**config.mk**
```make
export PLATFORM = sky130hd
export DESIGN_NAME = two_wire_interface
export DESIGN_NICKNAME = d
export VERILOG_FILES = /design/src/shared/two_wire_pkg.sv /design/src/logic/line_sync.sv /design/src/logic/two_wire_interface.sv
export VERILOG_INCLUDE_DIRS = /design/src /design/src/shared
export SDC_FILE = /design/constraint.sdc
export NUM_CORES = 1
export LEC_CHECK = 0
export BUFFER_PORTS_ARGS = -buffer_cell sky130_fd_sc_hd__buf_2
export CAP_MARGIN = 30
export CORE_AREA = 10 10 98 100
export DETAILED_ROUTE_END_ITERATION = 16
export DIE_AREA = 0 0 108 110
export PLACE_DENSITY = 0.79
export SLEW_MARGIN = 20
export SYNTH_ARGS = -nofsm -noshare
export SYNTH_HDL_FRONTEND = slang
export SYNTH_SLANG_ARGS = --single-unit
```
**constraint.sdc**
```tcl
create_clock -name clk_i -period 1.95 [get_ports clk_i]
set_input_delay 0.2925 -clock clk_i [delete_from_list [all_inputs] [get_ports clk_i]]
set_output_delay 0.2925 -clock clk_i [all_outputs]
set_load 0.03 [all_outputs]
```
**src/shared/two_wire_map.svh**
```systemverilog
// Constants and operation summary for the two-wire protocol engine
// Operation
// - Pins only pull low or release; the line is a wired-AND.
// - One clock pulse per bit; data stable while the clock is high.
// - Start and stop are data changes while the clock is high.
// - Bus busy from start to stop; master waits while busy.
// - Repeated start keeps the bus busy until the next stop.
// - Address packet: seven address bits, direction bit, acknowledge.
// - Direction one means read, zero means write.
// - Addressed slave pulls data low in ninth cycle, else releases.
// - After an address not acknowledged, master stops or restarts; this master always stops.
// - Address and data bytes go most significant bit first.
// - All-zero address is broadcast; enabled slaves acknowledge writes.
// - Addresses with upper four bits all ones are reserved.
// - Data packet: eight data bits then one acknowledge bit.
// - Receiver acknowledges with low in ninth cycle; high is refusal.
// - Receiver answers its final byte with a not-acknowledge.
// - Only the master makes clock pulses, start and stop.
// - Transfer is start, address, data packets, stop; no empty one.
// - Slave may hold clock low; master waits for a real rise.
// - Stretching affects only the low phase; master sets high phase.
// - Seven-bit own address, programmable, optional broadcast match.
// - Works up to 400 kHz as master and slave.
// - Master reading low after driving high loses arbitration.
// - Master times its phases from real line transitions.
`ifndef TWO_WIRE_MAP_SVH
`define TWO_WIRE_MAP_SVH
`define CLK_FREQ_KHZ      100000
`define BUS_FREQ_KHZ      400
// Half bit period in system clocks, rounded down, so never longer than half the bus period
`define HALF_CYCLES       (`CLK_FREQ_KHZ / (2 * `BUS_FREQ_KHZ))
`define BROADCAST_ADDR    7'h00
`define RESERVED_TOP      4'hF
`define BIT_LAST          4'h8
`define CNT_W             8
`endif

```
**src/shared/two_wire_pkg.sv**
```systemverilog
// Types shared by the two-wire protocol engine
package two_wire_pkg;
    typedef struct packed {
        logic       start;
        logic [6:0] addr;
        logic       read;
        logic [7:0] data;
        logic       last;
        logic       stop;
    } master_cmd_t;

    typedef struct packed {
        logic       done;
        logic       ack_seen;
        logic       lost;
        logic [7:0] data;
    } master_rsp_t;

    typedef struct packed {
        logic       addressed;
        logic       broadcast;
        logic       read;
        logic       byte_valid;
        logic [7:0] data;
        logic       stopped;
    } slave_evt_t;
endpackage

```
**src/logic/line_sync.sv**
```systemverilog
// Two-flop synchroniser with edge detection for the bus lines
`timescale 1ns/1ns
`include "two_wire_map.svh"
module line_sync (
    input  wire logic clk_i,
    input  wire logic rst_i,
    input  wire logic line_i,
    output logic      level_o,
    output logic      rise_o,
    output logic      fall_o
);
    logic meta;
    logic sync;
    logic prev;

    always_ff @(posedge clk_i) begin
        if (rst_i) begin
            meta <= 1'b1;
            sync <= 1'b1;
            prev <= 1'b1;
        end else begin
            meta <= line_i;
            sync <= meta;
            prev <= sync;
        end
    end

    assign level_o = sync;
    assign rise_o  = sync & ~prev;
    assign fall_o  = ~sync & prev;
endmodule // line_sync

```
**src/logic/two_wire_interface.sv**
```systemverilog
// Two-wire bus protocol engine: master and slave, transmit and receive
`timescale 1ns/1ns
`include "two_wire_map.svh"
module two_wire_interface
    import two_wire_pkg::*;
(
    input  wire logic        clk_i,
    input  wire logic        rst_i,
    input  wire logic        scl_i,
    output logic             scl_o,
    output logic             scl_oe_o,
    input  wire logic        sda_i,
    output logic             sda_o,
    output logic             sda_oe_o,
    input  wire logic [6:0]  own_addr_i,
    input  wire logic        broadcast_en_i,
    input  wire logic        slave_ack_en_i,
    input  wire logic [7:0]  slave_tx_data_i,
    input  wire master_cmd_t cmd_i,
    input  wire logic        cmd_valid_i,
    output logic             cmd_ready_o,
    output master_rsp_t      rsp_o,
    output slave_evt_t       evt_o,
    output logic             bus_busy_o
);
    typedef enum {
        M_IDLE, M_START, M_LOW, M_HIGH, M_STOP_A, M_STOP_B, M_WAIT
    } mstate_t;
    typedef enum {S_IDLE, S_ADDR, S_ACK, S_DATA, S_DACK, S_SKIP} sstate_t;

    logic scl_s;
    logic scl_rise;
    logic scl_fall;
    logic sda_s;
    logic sda_rise;
    logic sda_fall;

    line_sync u_scl (
        .clk_i   (clk_i),
        .rst_i   (rst_i),
        .line_i  (scl_i),
        .level_o (scl_s),
        .rise_o  (scl_rise),
        .fall_o  (scl_fall)
    );
    line_sync u_sda (
        .clk_i   (clk_i),
        .rst_i   (rst_i),
        .line_i  (sda_i),
        .level_o (sda_s),
        .rise_o  (sda_rise),
        .fall_o  (sda_fall)
    );

    function automatic logic is_reserved(input logic [6:0] a);
        return a[6:3] == `RESERVED_TOP;
    endfunction

    // Conditions on the bus
    logic start_det;
    logic stop_det;
    assign start_det = sda_fall & scl_s;
    assign stop_det  = sda_rise & scl_s;

    logic busy;
    logic next_busy;
    always_comb begin
        next_busy = busy;
        if (start_det)
            next_busy = 1'b1;
        else if (stop_det)
            next_busy = 1'b0;
    end
    always_ff @(posedge clk_i) begin
        if (rst_i)
            busy <= 1'b0;
        else
            busy <= next_busy;
    end
    assign bus_busy_o = busy;

    // ---- Master ----
    mstate_t            ms;
    mstate_t            next_ms;
    logic [`CNT_W-1:0]  mcnt;
    logic [`CNT_W-1:0]  next_mcnt;
    logic [3:0]         mbit;
    logic [3:0]         next_mbit;
    logic [7:0]         msh;
    logic [7:0]         next_msh;
    logic               maddr;
    logic               next_maddr;
    master_cmd_t        mcmd;
    master_cmd_t        next_mcmd;
    logic               m_sda;
    logic               next_m_sda;
    logic               m_scl;
    logic               next_m_scl;
    master_rsp_t        rsp;
    master_rsp_t        next_rsp;
    logic               owner;
    logic               next_owner;

    logic half_done;
    assign half_done = mcnt >= `CNT_W'(`HALF_CYCLES - 1);

    // Master takes a command when idle and free, or when it owns the bus
    assign cmd_ready_o = (ms == M_IDLE && !busy) || ms == M_WAIT;

    // Bit driven in the current slot: address/data or acknowledge
    logic ack_slot_rx;
    assign ack_slot_rx = !maddr && mcmd.read;

    always_comb begin
        next_ms    = ms;
        next_mcnt  = mcnt + `CNT_W'(1);
        next_mbit  = mbit;
        next_msh   = msh;
        next_maddr = maddr;
        next_mcmd  = mcmd;
        next_m_sda = m_sda;
        next_m_scl = m_scl;
        next_rsp   = rsp;
        next_owner = owner;
        next_rsp.done = 1'b0;
        case (ms)
            M_IDLE, M_WAIT: begin
                next_mcnt = '0;
                if (cmd_valid_i && cmd_ready_o) begin
                    next_mcmd     = cmd_i;
                    next_rsp.lost = 1'b0;
                    if (cmd_i.start) begin
                        // Release clock high first for a repeated start
                        next_ms    = M_START;
                        next_m_sda = 1'b1;
                        next_m_scl = 1'b1;
                        next_maddr = 1'b1;
                        next_msh   = {cmd_i.addr, cmd_i.read};
                    end else if (cmd_i.stop && !cmd_i.last) begin
                        next_ms = M_STOP_A;
                    end else begin
                        next_ms    = M_LOW;
                        next_maddr = 1'b0;
                        next_msh   = cmd_i.data;
                    end
                    next_mbit = '0;
                end
            end
            M_START: begin
                // Wait for a real high clock before pulling data down
                if (!scl_s)
                    next_mcnt = '0;
                else if (half_done && m_sda) begin
                    next_m_sda = 1'b0;
                    next_mcnt  = '0;
                    next_owner = 1'b1;
                end else if (half_done) begin
                    next_m_scl = 1'b0;
                    next_ms    = M_LOW;
                    next_mcnt  = '0;
                end
            end
            M_LOW: begin
                if (scl_s)
                    next_mcnt = '0;
                if (mcnt == `CNT_W'(1)) begin
                    // Data changes only in the low phase
                    if (mbit == `BIT_LAST)
                        next_m_sda = maddr ? 1'b1 :
                                     (mcmd.read ? mcmd.last : 1'b1);
                    else
                        next_m_sda = (ack_slot_rx) ? 1'b1 : msh[7];
                end
                if (half_done) begin
                    next_m_scl = 1'b1;
                    next_ms    = M_HIGH;
                    next_mcnt  = '0;
                end
            end
            M_HIGH: begin
                // Stretched low by a slave: count only once really high
                if (!scl_s)
                    next_mcnt = '0;
                if (scl_rise && mbit != `BIT_LAST) begin
                    next_msh = {msh[6:0], sda_s};
                    if (m_sda && !sda_s && !(maddr ? 1'b0 : mcmd.read)) begin
                        next_m_sda    = 1'b1;
                        next_rsp.lost = 1'b1;
                        next_owner    = 1'b0;
                    end
                end
                if (scl_rise && mbit == `BIT_LAST)
                    next_rsp.ack_seen = !sda_s;
                if (scl_s && half_done) begin
                    next_m_scl = 1'b0;
                    next_mcnt  = '0;
                    next_mbit  = mbit + 4'h1;
                    next_ms    = M_LOW;
                    if (rsp.lost && mbit != `BIT_LAST) begin
                        next_ms    = M_IDLE;
                        next_m_scl = 1'b1;
                        next_rsp.done = 1'b1;
                    end else if (mbit == `BIT_LAST) begin
                        next_rsp.done = 1'b1;
                        next_rsp.data = msh;
                        next_ms = (mcmd.stop ||
                                   (maddr && !rsp.ack_seen)) ? M_STOP_A :
                                  M_WAIT;
                    end
                end
            end
            M_STOP_A: begin
                // Data low during the low phase, then release clock
                if (mcnt == `CNT_W'(1))
                    next_m_sda = 1'b0;
                if (half_done) begin
                    next_m_scl = 1'b1;
                    next_ms    = M_STOP_B;
                    next_mcnt  = '0;
                end
            end
            M_STOP_B: begin
                if (!scl_s)
                    next_mcnt = '0;
                else if (half_done) begin
                    next_m_sda = 1'b1;
                    next_owner = 1'b0;
                    next_ms    = M_IDLE;
                end
            end
            default: next_ms = M_IDLE;
        endcase
    end

    always_ff @(posedge clk_i) begin
        if (rst_i) begin
            ms    <= M_IDLE;
            mcnt  <= '0;
            mbit  <= '0;
            msh   <= '0;
            maddr <= 1'b0;
            mcmd  <= '0;
            m_sda <= 1'b1;
            m_scl <= 1'b1;
            rsp   <= '0;
            owner <= 1'b0;
        end else begin
            ms    <= next_ms;
            mcnt  <= next_mcnt;
            mbit  <= next_mbit;
            msh   <= next_msh;
            maddr <= next_maddr;
            mcmd  <= next_mcmd;
            m_sda <= next_m_sda;
            m_scl <= next_m_scl;
            rsp   <= next_rsp;
            owner <= next_owner;
        end
    end
    assign rsp_o = rsp;

    // ---- Slave ----
    sstate_t    ss;
    sstate_t    next_ss;
    logic [3:0] sbit;
    logic [3:0] next_sbit;
    logic [7:0] ssh;
    logic [7:0] next_ssh;
    logic       s_sda;
    logic       next_s_sda;
    logic       srd;
    logic       next_srd;
    slave_evt_t evt;
    slave_evt_t next_evt;

    logic [6:0] rx_addr;
    logic       own_hit;
    logic       bc_hit;
    assign rx_addr = ssh[7:1];
    assign own_hit = rx_addr == own_addr_i && !is_reserved(own_addr_i);
    assign bc_hit  = broadcast_en_i && rx_addr == `BROADCAST_ADDR
                     && !ssh[0];

    always_comb begin
        next_ss    = ss;
        next_sbit  = sbit;
        next_ssh   = ssh;
        next_s_sda = s_sda;
        next_srd   = srd;
        next_evt   = evt;
        next_evt.addressed  = 1'b0;
        next_evt.byte_valid = 1'b0;
        next_evt.stopped    = 1'b0;
        if (start_det && !owner) begin
            next_ss    = S_ADDR;
            next_sbit  = '0;
            next_s_sda = 1'b1;
        end else if (stop_det) begin
            next_ss          = S_IDLE;
            next_s_sda       = 1'b1;
            next_evt.stopped = ss != S_IDLE && ss != S_SKIP;
        end else begin
            case (ss)
                S_IDLE, S_SKIP: next_s_sda = 1'b1;
                S_ADDR, S_DATA: begin
                    if (scl_rise && !(ss == S_DATA && srd)) begin
                        next_ssh  = {ssh[6:0], sda_s};
                        next_sbit = sbit + 4'h1;
                    end
                    if (scl_rise && ss == S_DATA && srd)
                        next_sbit = sbit + 4'h1;
                    if (scl_fall && ss == S_DATA && srd) begin
                        next_s_sda = ssh[7];
                        next_ssh   = {ssh[6:0], 1'b1};
                    end
                    if (scl_fall && sbit == `BIT_LAST) begin
                        next_sbit = '0;
                        if (ss == S_ADDR) begin
                            if ((own_hit || bc_hit) && slave_ack_en_i) begin
                                next_s_sda         = 1'b0;
                                next_srd           = ssh[0];
                                next_evt.addressed = 1'b1;
                                next_evt.broadcast = bc_hit;
                                next_evt.read      = ssh[0];
                                next_ss            = S_ACK;
                            end else begin
                                next_ss = S_SKIP;
                            end
                        end else begin
                            next_s_sda = srd ? 1'b1 : !slave_ack_en_i;
                            next_evt.data       = ssh;
                            next_evt.byte_valid = !srd;
                            next_ss             = S_DACK;
                        end
                    end
                end
                S_ACK, S_DACK: begin
                    if (scl_rise && ss == S_DACK && srd && sda_s)
                        next_ss = S_SKIP;
                    else if (scl_fall) begin
                        next_ss    = S_DATA;
                        next_ssh   = srd ? slave_tx_data_i : ssh;
                        next_s_sda = srd ? slave_tx_data_i[7] : 1'b1;
                        if (srd)
                            next_ssh = {slave_tx_data_i[6:0], 1'b1};
                        if (!srd && !slave_ack_en_i && ss == S_DACK)
                            next_ss = S_SKIP;
                    end
                end
                default: next_ss = S_IDLE;
            endcase
        end
    end

    always_ff @(posedge clk_i) begin
        if (rst_i) begin
            ss    <= S_IDLE;
            sbit  <= '0;
            ssh   <= '0;
            s_sda <= 1'b1;
            srd   <= 1'b0;
            evt   <= '0;
        end else begin
            ss    <= next_ss;
            sbit  <= next_sbit;
            ssh   <= next_ssh;
            s_sda <= next_s_sda;
            srd   <= next_srd;
            evt   <= next_evt;
        end
    end
    assign evt_o = evt;

    // Open drain: only ever drive low; enable low means driving
    assign sda_o    = 1'b0;
    assign scl_o    = 1'b0;
    assign sda_oe_o = m_sda & s_sda;
    assign scl_oe_o = m_scl;
endmodule // two_wire_interface

```
==> results.toml, run 1 <==
[power_and_ir_drop]
combPwrFrac_pct = 31.1
p_per_area_nw_per_um2 = 870.4
seq_power_share_pct = 41.3
p_sw_share_pct = 34.30
max-vdd-ir-drop_mv = 0.5798
p_leak_nw = 2.031
p_clk_share_pct = 27.6
intPower_w = 0.002862
p_sw_w = 0.001494

[yosys]
ys_warn_count = 0
avgSynthCellArea_um2 = 8.346
synth_top_area_share_pct = 36.43
netlist_instances = 507
ys.flop_type = "dfxtp_1"
synth.area.top_cells = "dfxtp_1 36%, mux2i_1 9.0%, nor2_1 5.8%"
synth-edff-count = 0
ys_async_sr_fraction_pct = 0
syn-cell-area_um2 = 4232
synth.distinct_cells = 67
ys_ff_latch = 77
synth_top_area_cell = "dfxtp_1"
seq_area_frac_synth_pct = 36.43

[die]
fp-row-count = 32
pin_count = 71
dieArea_um2 = 11880
fp.dieW_um = 108
core_area_um2 = 7647
die_y_um = 110
start_util_pct = 55.33

[cells_and_area]
mostFrequentLayoutCell = "dfxtp_1"
n_fill_cell = 634
syn2layout_area_growth_pct = 18.27
drive_gt1_share_pct = 23.73
diodes = 0
final_cell_mix = "76 x dfxtp_1, 69 x buf_2, 65 x nor2_1"
multi_input_area_um2 = 2530
finalNonFillerCells = 692
regArea_um2 = 1543
final_nets = 633

[cts]
clkSinkCount = 77
path_clk_slew_ns = 0.08
postCtsHoldBufs = 0
h-tree-depth = 3
cts_buffers = 9
clock-root-buffer = "clkbuf_8"
ctsResizeCount = 0
cts_setup_buffers = 0
clock_latency_ns = 0.36
cts_tree = "done"
clockBufferDepth = 2

[setup_path]
crit_required_ns = 2.20
cp_slowest_cell = "or3_1"
cp_cell_sequence = "inv_1, ha_1, nand2_1, or3_1, nor3_2, buf_4, mux2i_1, nor2_1"
critPathTopFamily = "simple AND/OR/NAND/NOR gates"
crit_type = "reg2reg"
worst-r2r-setup-slack_ns = 0.12
crit_path_end_kind = "register"
slowest_delay_ns = 0.42
crit_fanout = 5
crit_arrival_ns = 2.08
crit_path_start_kind = "register"
cp.buffers_inverters = 2

[timing]
period_minus_slack_ns = 1.832
hold_viol = 0
tightest_slew_ns = 0.5257
fin_setup_tns_ns = 0
setup_viol = 0
relSlewSlack_pct = 64.95
period_share_pct = 93.94
rsz0062_at_grt = "no"
finClkSkew_ns = 0.01037
drv_slew = 0
fmax_ghz = 0.5459

[route]
drt-wirelength-per-cell_um = 15.66
drc = 0
drt_wl_total_um = 10840
viasPerCell = 5.769
vias = 3992
first_pass_iters = 6
drt-initial-drc-count = 218
drtAntennaViolNets = 0

[grt]
grt_max_degree = 29
grt_pass1_vias = 3757
grt-ovfl-total = 0
grt_pass1_wl_um = 17420
antenna_found_initial = 0
grt_usage_pct = 17.68

[flow_run]
max_cap_violations = 0

[placed_design]
gp_congestion = 0.9461
dpl.cell_count = 675
dpl.hpwl_um = 8004
port_buffers = 68

[run_status]
status = "completed"

[worst_hold_path]
hp-class = "in2reg"
==> cell usage after synthesis, types with 2 or more instances <==
library cell,instances
nand2b_1,20
a21oi_1,29
a21oi_2,3
nor4_1,4
nor3_1,14
or2_2,8
nand3b_1,6
buf_2,3
mux2i_1,38
o21ai_0,21
o211ai_1,5
o22ai_1,2
nor2b_1,10
or3_1,2
a211oi_1,13
and3_1,4
xnor2_1,10
o21a_1,2
and3b_1,3
o31ai_1,5
inv_1,16
buf_4,4
ha_1,7
and4b_1,2
a21o_1,4
nand2_1,30
nand4_1,8
o21bai_1,2
nand3_1,14
a31oi_1,4
o221ai_1,2
a211o_1,8
o311ai_0,2
clkbuf_1,22
xor2_1,7
dfxtp_1,77
nor2_1,65
nor3b_1,2
==> metrics by stage <==
step	utilization, %	hold slack (ns)	area, um2	worst slack (ns)	total power (W)
2_1_floorplan	-	0.3895	4239	0.1007	0.002817
3_3_place_gp	62.43	0.3953	4775	0.1009	0.003124
3_5_place_dp	62.43	0.3932	4775	0.04018	0.003155
4_1_cts	64.91	0.1199	4964	0.01811	0.004334
5_1_grt	65.45	0.1388	5005	0.001194	0.004590
6_report	65.45	0.1185	5005	0.1183	0.004356
==> metal layers <==
metal | up-vias | routed length [um] | GRT usage (%)
met3 | 31 | 680 | 3.831
li1 | 1961 | - | -
met4 | 0 | 245 | 7.156
met5 | - | 0 | 0
met2 | 153 | 5155 | 29.18
met1 | 1847 | 4753 | 22.00
==> power by group through the flow <==
stage / Clock (W) / Sequential [W] / Combinational (W)
final: 0.00120 / 0.00180 / 0.00136
after global routing: 0.00128 / 0.00181 / 0.00149
after CTS: 0.00121 / 0.00180 / 0.00133
after detailed placement: 0 / 0.00183 / 0.00132
after global placement: 0 / 0.00183 / 0.00130
after floorplan: 0 / 0.00182 / 0.00100
==> cell families after synthesis <==
kind of cell,share of synthesized area (%)
xor+xnor,3.519
buf+inv,4.790
other cells,0.08862
fa+ha+maj,2.070
flops,36.43
compound gates,19.34
mux,8.989
simple gates,24.78
==> worst paths after layout <==
kind | start | to | cells past startpoint
worst max-delay path | sbit[1]$_SDFFE_PP0P_ | evt_o[3]$_SDFFE_PP0P_ | 8
worst min-delay path | scl_i | u_scl.meta$_SDFF_PP1_ | 2
worst max register to register | sbit[1]$_SDFFE_PP0P_ | evt_o[3]$_SDFFE_PP0P_ | 8
worst min register to register | u_scl.meta$_SDFF_PP1_ | u_scl.level_o$_SDFF_PP1_ | 1
==> layout make-up <==
cell class	instances	share of cell area [%]
Tap cell	102	2.550
Clock inverter	6	1.225
Multi-Input combinational cell	384	50.55
Sequential cell	77	30.83
Clock buffer	10	2.550
Inverter	16	1.200
Timing Repair Buffer	97	11.10
==> state kept, by name, summed over array words and instances, names as in the netlist <==
signal / cells
evt_o: 13
rsp_o: 11
mcnt: 8
msh: 8
ssh: 8
mbit: 4
sbit: 4
mcmd: 3
ms: 3
ss: 3
bus_busy_o: 1
m_sda: 1
maddr: 1
owner: 1
s_sda: 1
scl_oe_o: 1
u_scl.level_o: 1
u_scl.meta: 1
u_scl.prev: 1
u_sda.level_o: 1
u_sda.meta: 1
u_sda.prev: 1
Power figures use the tool's default switching activity.
==> run 2, diff against run 1 <==
--- a/config.mk
+++ b/config.mk
@@ -6,12 +6,13 @@
 export SDC_FILE = /design/constraint.sdc
 export NUM_CORES = 1
 export LEC_CHECK = 0
+export ABC_AREA = 1
 export BUFFER_PORTS_ARGS = -buffer_cell sky130_fd_sc_hd__buf_2
 export CAP_MARGIN = 30
 export CORE_AREA = 10 10 98 100
 export DETAILED_ROUTE_END_ITERATION = 16
 export DIE_AREA = 0 0 108 110
-export PLACE_DENSITY = 0.79
+export PLACE_DENSITY = 0.78
 export SLEW_MARGIN = 20
 export SYNTH_ARGS = -nofsm -noshare
 export SYNTH_HDL_FRONTEND = slang
==> results.toml, run 2 <==
[run_status]
status = "completed"

[power_and_ir_drop]
p_leak_nw = 2.241
max-vdd-ir-drop_mv = 0.5882
p_per_area_nw_per_um2 = 1061
power.total_w = 0.005144

[setup_path]
crit_fanout = 12
crit_arrival_ns = 2.04
crit_path_start_kind = "register"
crit_type = "reg2reg"
crit_path_end_kind = "register"
crit_required_ns = 2.24

[die]
pin_count = 71
core_area_um2 = 7647
fp-row-count = 32
start_util_pct = 54.45
die_y_um = 110
fp.dieW_um = 108
dieArea_um2 = 11880

[cells_and_area]
diodes = 0
drive_gt1_share_pct = 21.95
syn2layout_area_growth_pct = 16.41
final_cell_mix = "146 x nand2_1, 77 x dfxtp_1, 68 x buf_2"
final_nets = 708
mostFrequentLayoutCell = "nand2_1"
largest_reg_flops = 13
final_util_pct = 63.38

[yosys]
synth.area.top_cells = "dfxtp_1 37%, nand2_1 13%, a21oi_1 5.8%"
ys.flop_type = "dfxtp_1"
ys_async_sr_fraction_pct = 0
yosysMostFrequentCell = "nand2_1"
synth.distinct_cells = 48
synth-edff-count = 0
avgSynthCellArea_um2 = 7.046
seq_area_frac_synth_pct = 37.02
ys_ff_latch = 77
synth_top_area_share_pct = 37.02
netlist_instances = 591
synth_common_cells = "147 x nand2_1, 77 x dfxtp_1, 61 x inv_1"
ys_warn_count = 0
syn-cell-area_um2 = 4164
synth_top_area_cell = "dfxtp_1"

[cts]
clock-root-buffer = "clkbuf_8"
clkSinkCount = 77
cts_tree = "done"
cts_buffers = 9
path_clk_slew_ns = 0.09
ctsResizeCount = 0
postCtsHoldBufs = 0
cts_setup_buffers = 0
clockBufferDepth = 2
clock_latency_ns = 0.36
h-tree-depth = 3

[timing]
period_share_pct = 89.35
rsz0062_at_grt = "no"
tightest_slew_ns = 0.5420
drv_slew = 0
period_minus_slack_ns = 1.742
fin_setup_tns_ns = 0
setup_viol = 0
relSlewSlack_pct = 63.65
holdWs_ns = 0.1184
finClkSkew_ns = 0.01224
hold_viol = 0
fmax_ghz = 0.5739

[placed_design]
dpl.hpwl_um = 7969
port_buffers = 68
gp_congestion = 0.9065

[flow_run]
max_cap_violations = 0

[route]
drt-wirelength-per-cell_um = 13.73
viasPerCell = 5.278
drt-initial-drc-count = 224
first_pass_iters = 5
drc = 0
drtAntennaViolNets = 0
drt_wl_total_um = 10530
vias = 4048

[worst_hold_path]
hp-class = "in2reg"

[grt]
grt_max_degree = 26
grt_usage_pct = 17.83
grt_pass1_vias = 3911
grt_pass1_wl_um = 17480
grt-ovfl-total = 0
antenna_found_initial = 0
==> run 2: changes by cell type after synthesis, sizes merged, moves of 19 or more <==
| cell | before | now |
|---|---|---|
| a21oi | 32 | 51 |
| inv | 16 | 74 |
| mux2i | 38 | 0 |
| nand2 | 30 | 155 |
| nand2b | 21 | 0 |
| nand3 | 14 | 45 |
| o21ai | 23 | 51 |
==> run 2: final cells by class <==
class | count | area (um2)
fillers | 691 | 2800
multi-input cells | 420 | 2216
flip-flops and latches | 77 | 1541
repair buffers | 76 | 400.4
inverters | 76 | 292.8
clock inverters | 7 | 145.1
well taps | 102 | 127.6
clock buffers | 9 | 123.9
==> run 2: cells by family (layout without fill, tap and decap cells) <==
| kind of cell | after synthesis | count (layout) | synth area share [%] |
|---|---|---|---|
| xor gates and xnor gates | 7 | 7 | 1.472 |
| adders and majority gates | 7 | 7 | 2.103 |
| DFF | 77 | 77 | 37.02 |
| buffers and inverters | 95 | 168 | 10.10 |
| AOI/OAI and AO/OA | 123 | 123 | 17.10 |
| and+or+nand+nor | 281 | 281 | 32.12 |
| other | 1 | 2 | 0.09006 |
==> run 2: per-stage QoR <==
step                      instances  cell area, um2  setup slack, ns
after floorplan                 592            4168           0.2847
after global placement          751            4568           0.2414
after detailed placement        751            4568           0.1602
after CTS                       767            4837           0.1647
after global routing            767            4847          0.04050
final                           767            4847           0.2076
==> run 2: critical path, cell delays in order, from the launching register on <==
cell      delay, ns
dfxtp_1        0.40
inv_2          0.11
nand2_2        0.12
nor2_8         0.24
inv_4          0.12
nor2_8         0.17
inv_1          0.12
o221ai_1       0.19
nand2_1        0.09
a21oi_1        0.12
==> run 2: where the power goes <==
group | switching [W] | internal (W)
sequential | 0.000176 | 0.00175
clock | 0.000653 | 0.000991
combinational | 0.00103 | 0.000545
total | 0.00186 | 0.00328
==> run 2: worst paths after layout <==
check / slack (ns) / cells after the start / startpoint / endpoint
setup / recovery: 0.21 / 9 / ms[2]$_SDFFE_PP0P_ / ms[1]$_SDFFE_PP0P_
hold / removal: 0.12 / 2 / sda_i / u_sda.meta$_SDFF_PP1_
setup reg to reg: 0.21 / 9 / ms[2]$_SDFFE_PP0P_ / ms[1]$_SDFFE_PP0P_
hold reg to reg: 0.41 / 1 / u_sda.meta$_SDFF_PP1_ / u_sda.level_o$_SDFF_PP1_
==> run 2: per-layer routing <==
metal	vias to the layer above	track usage, %	routed length (um)
li1	2061	-	-
met1	1839	22.62	4746
met2	130	28.71	4919
met3	18	4.063	670
met4	0	7.252	193
met5	-	0	0
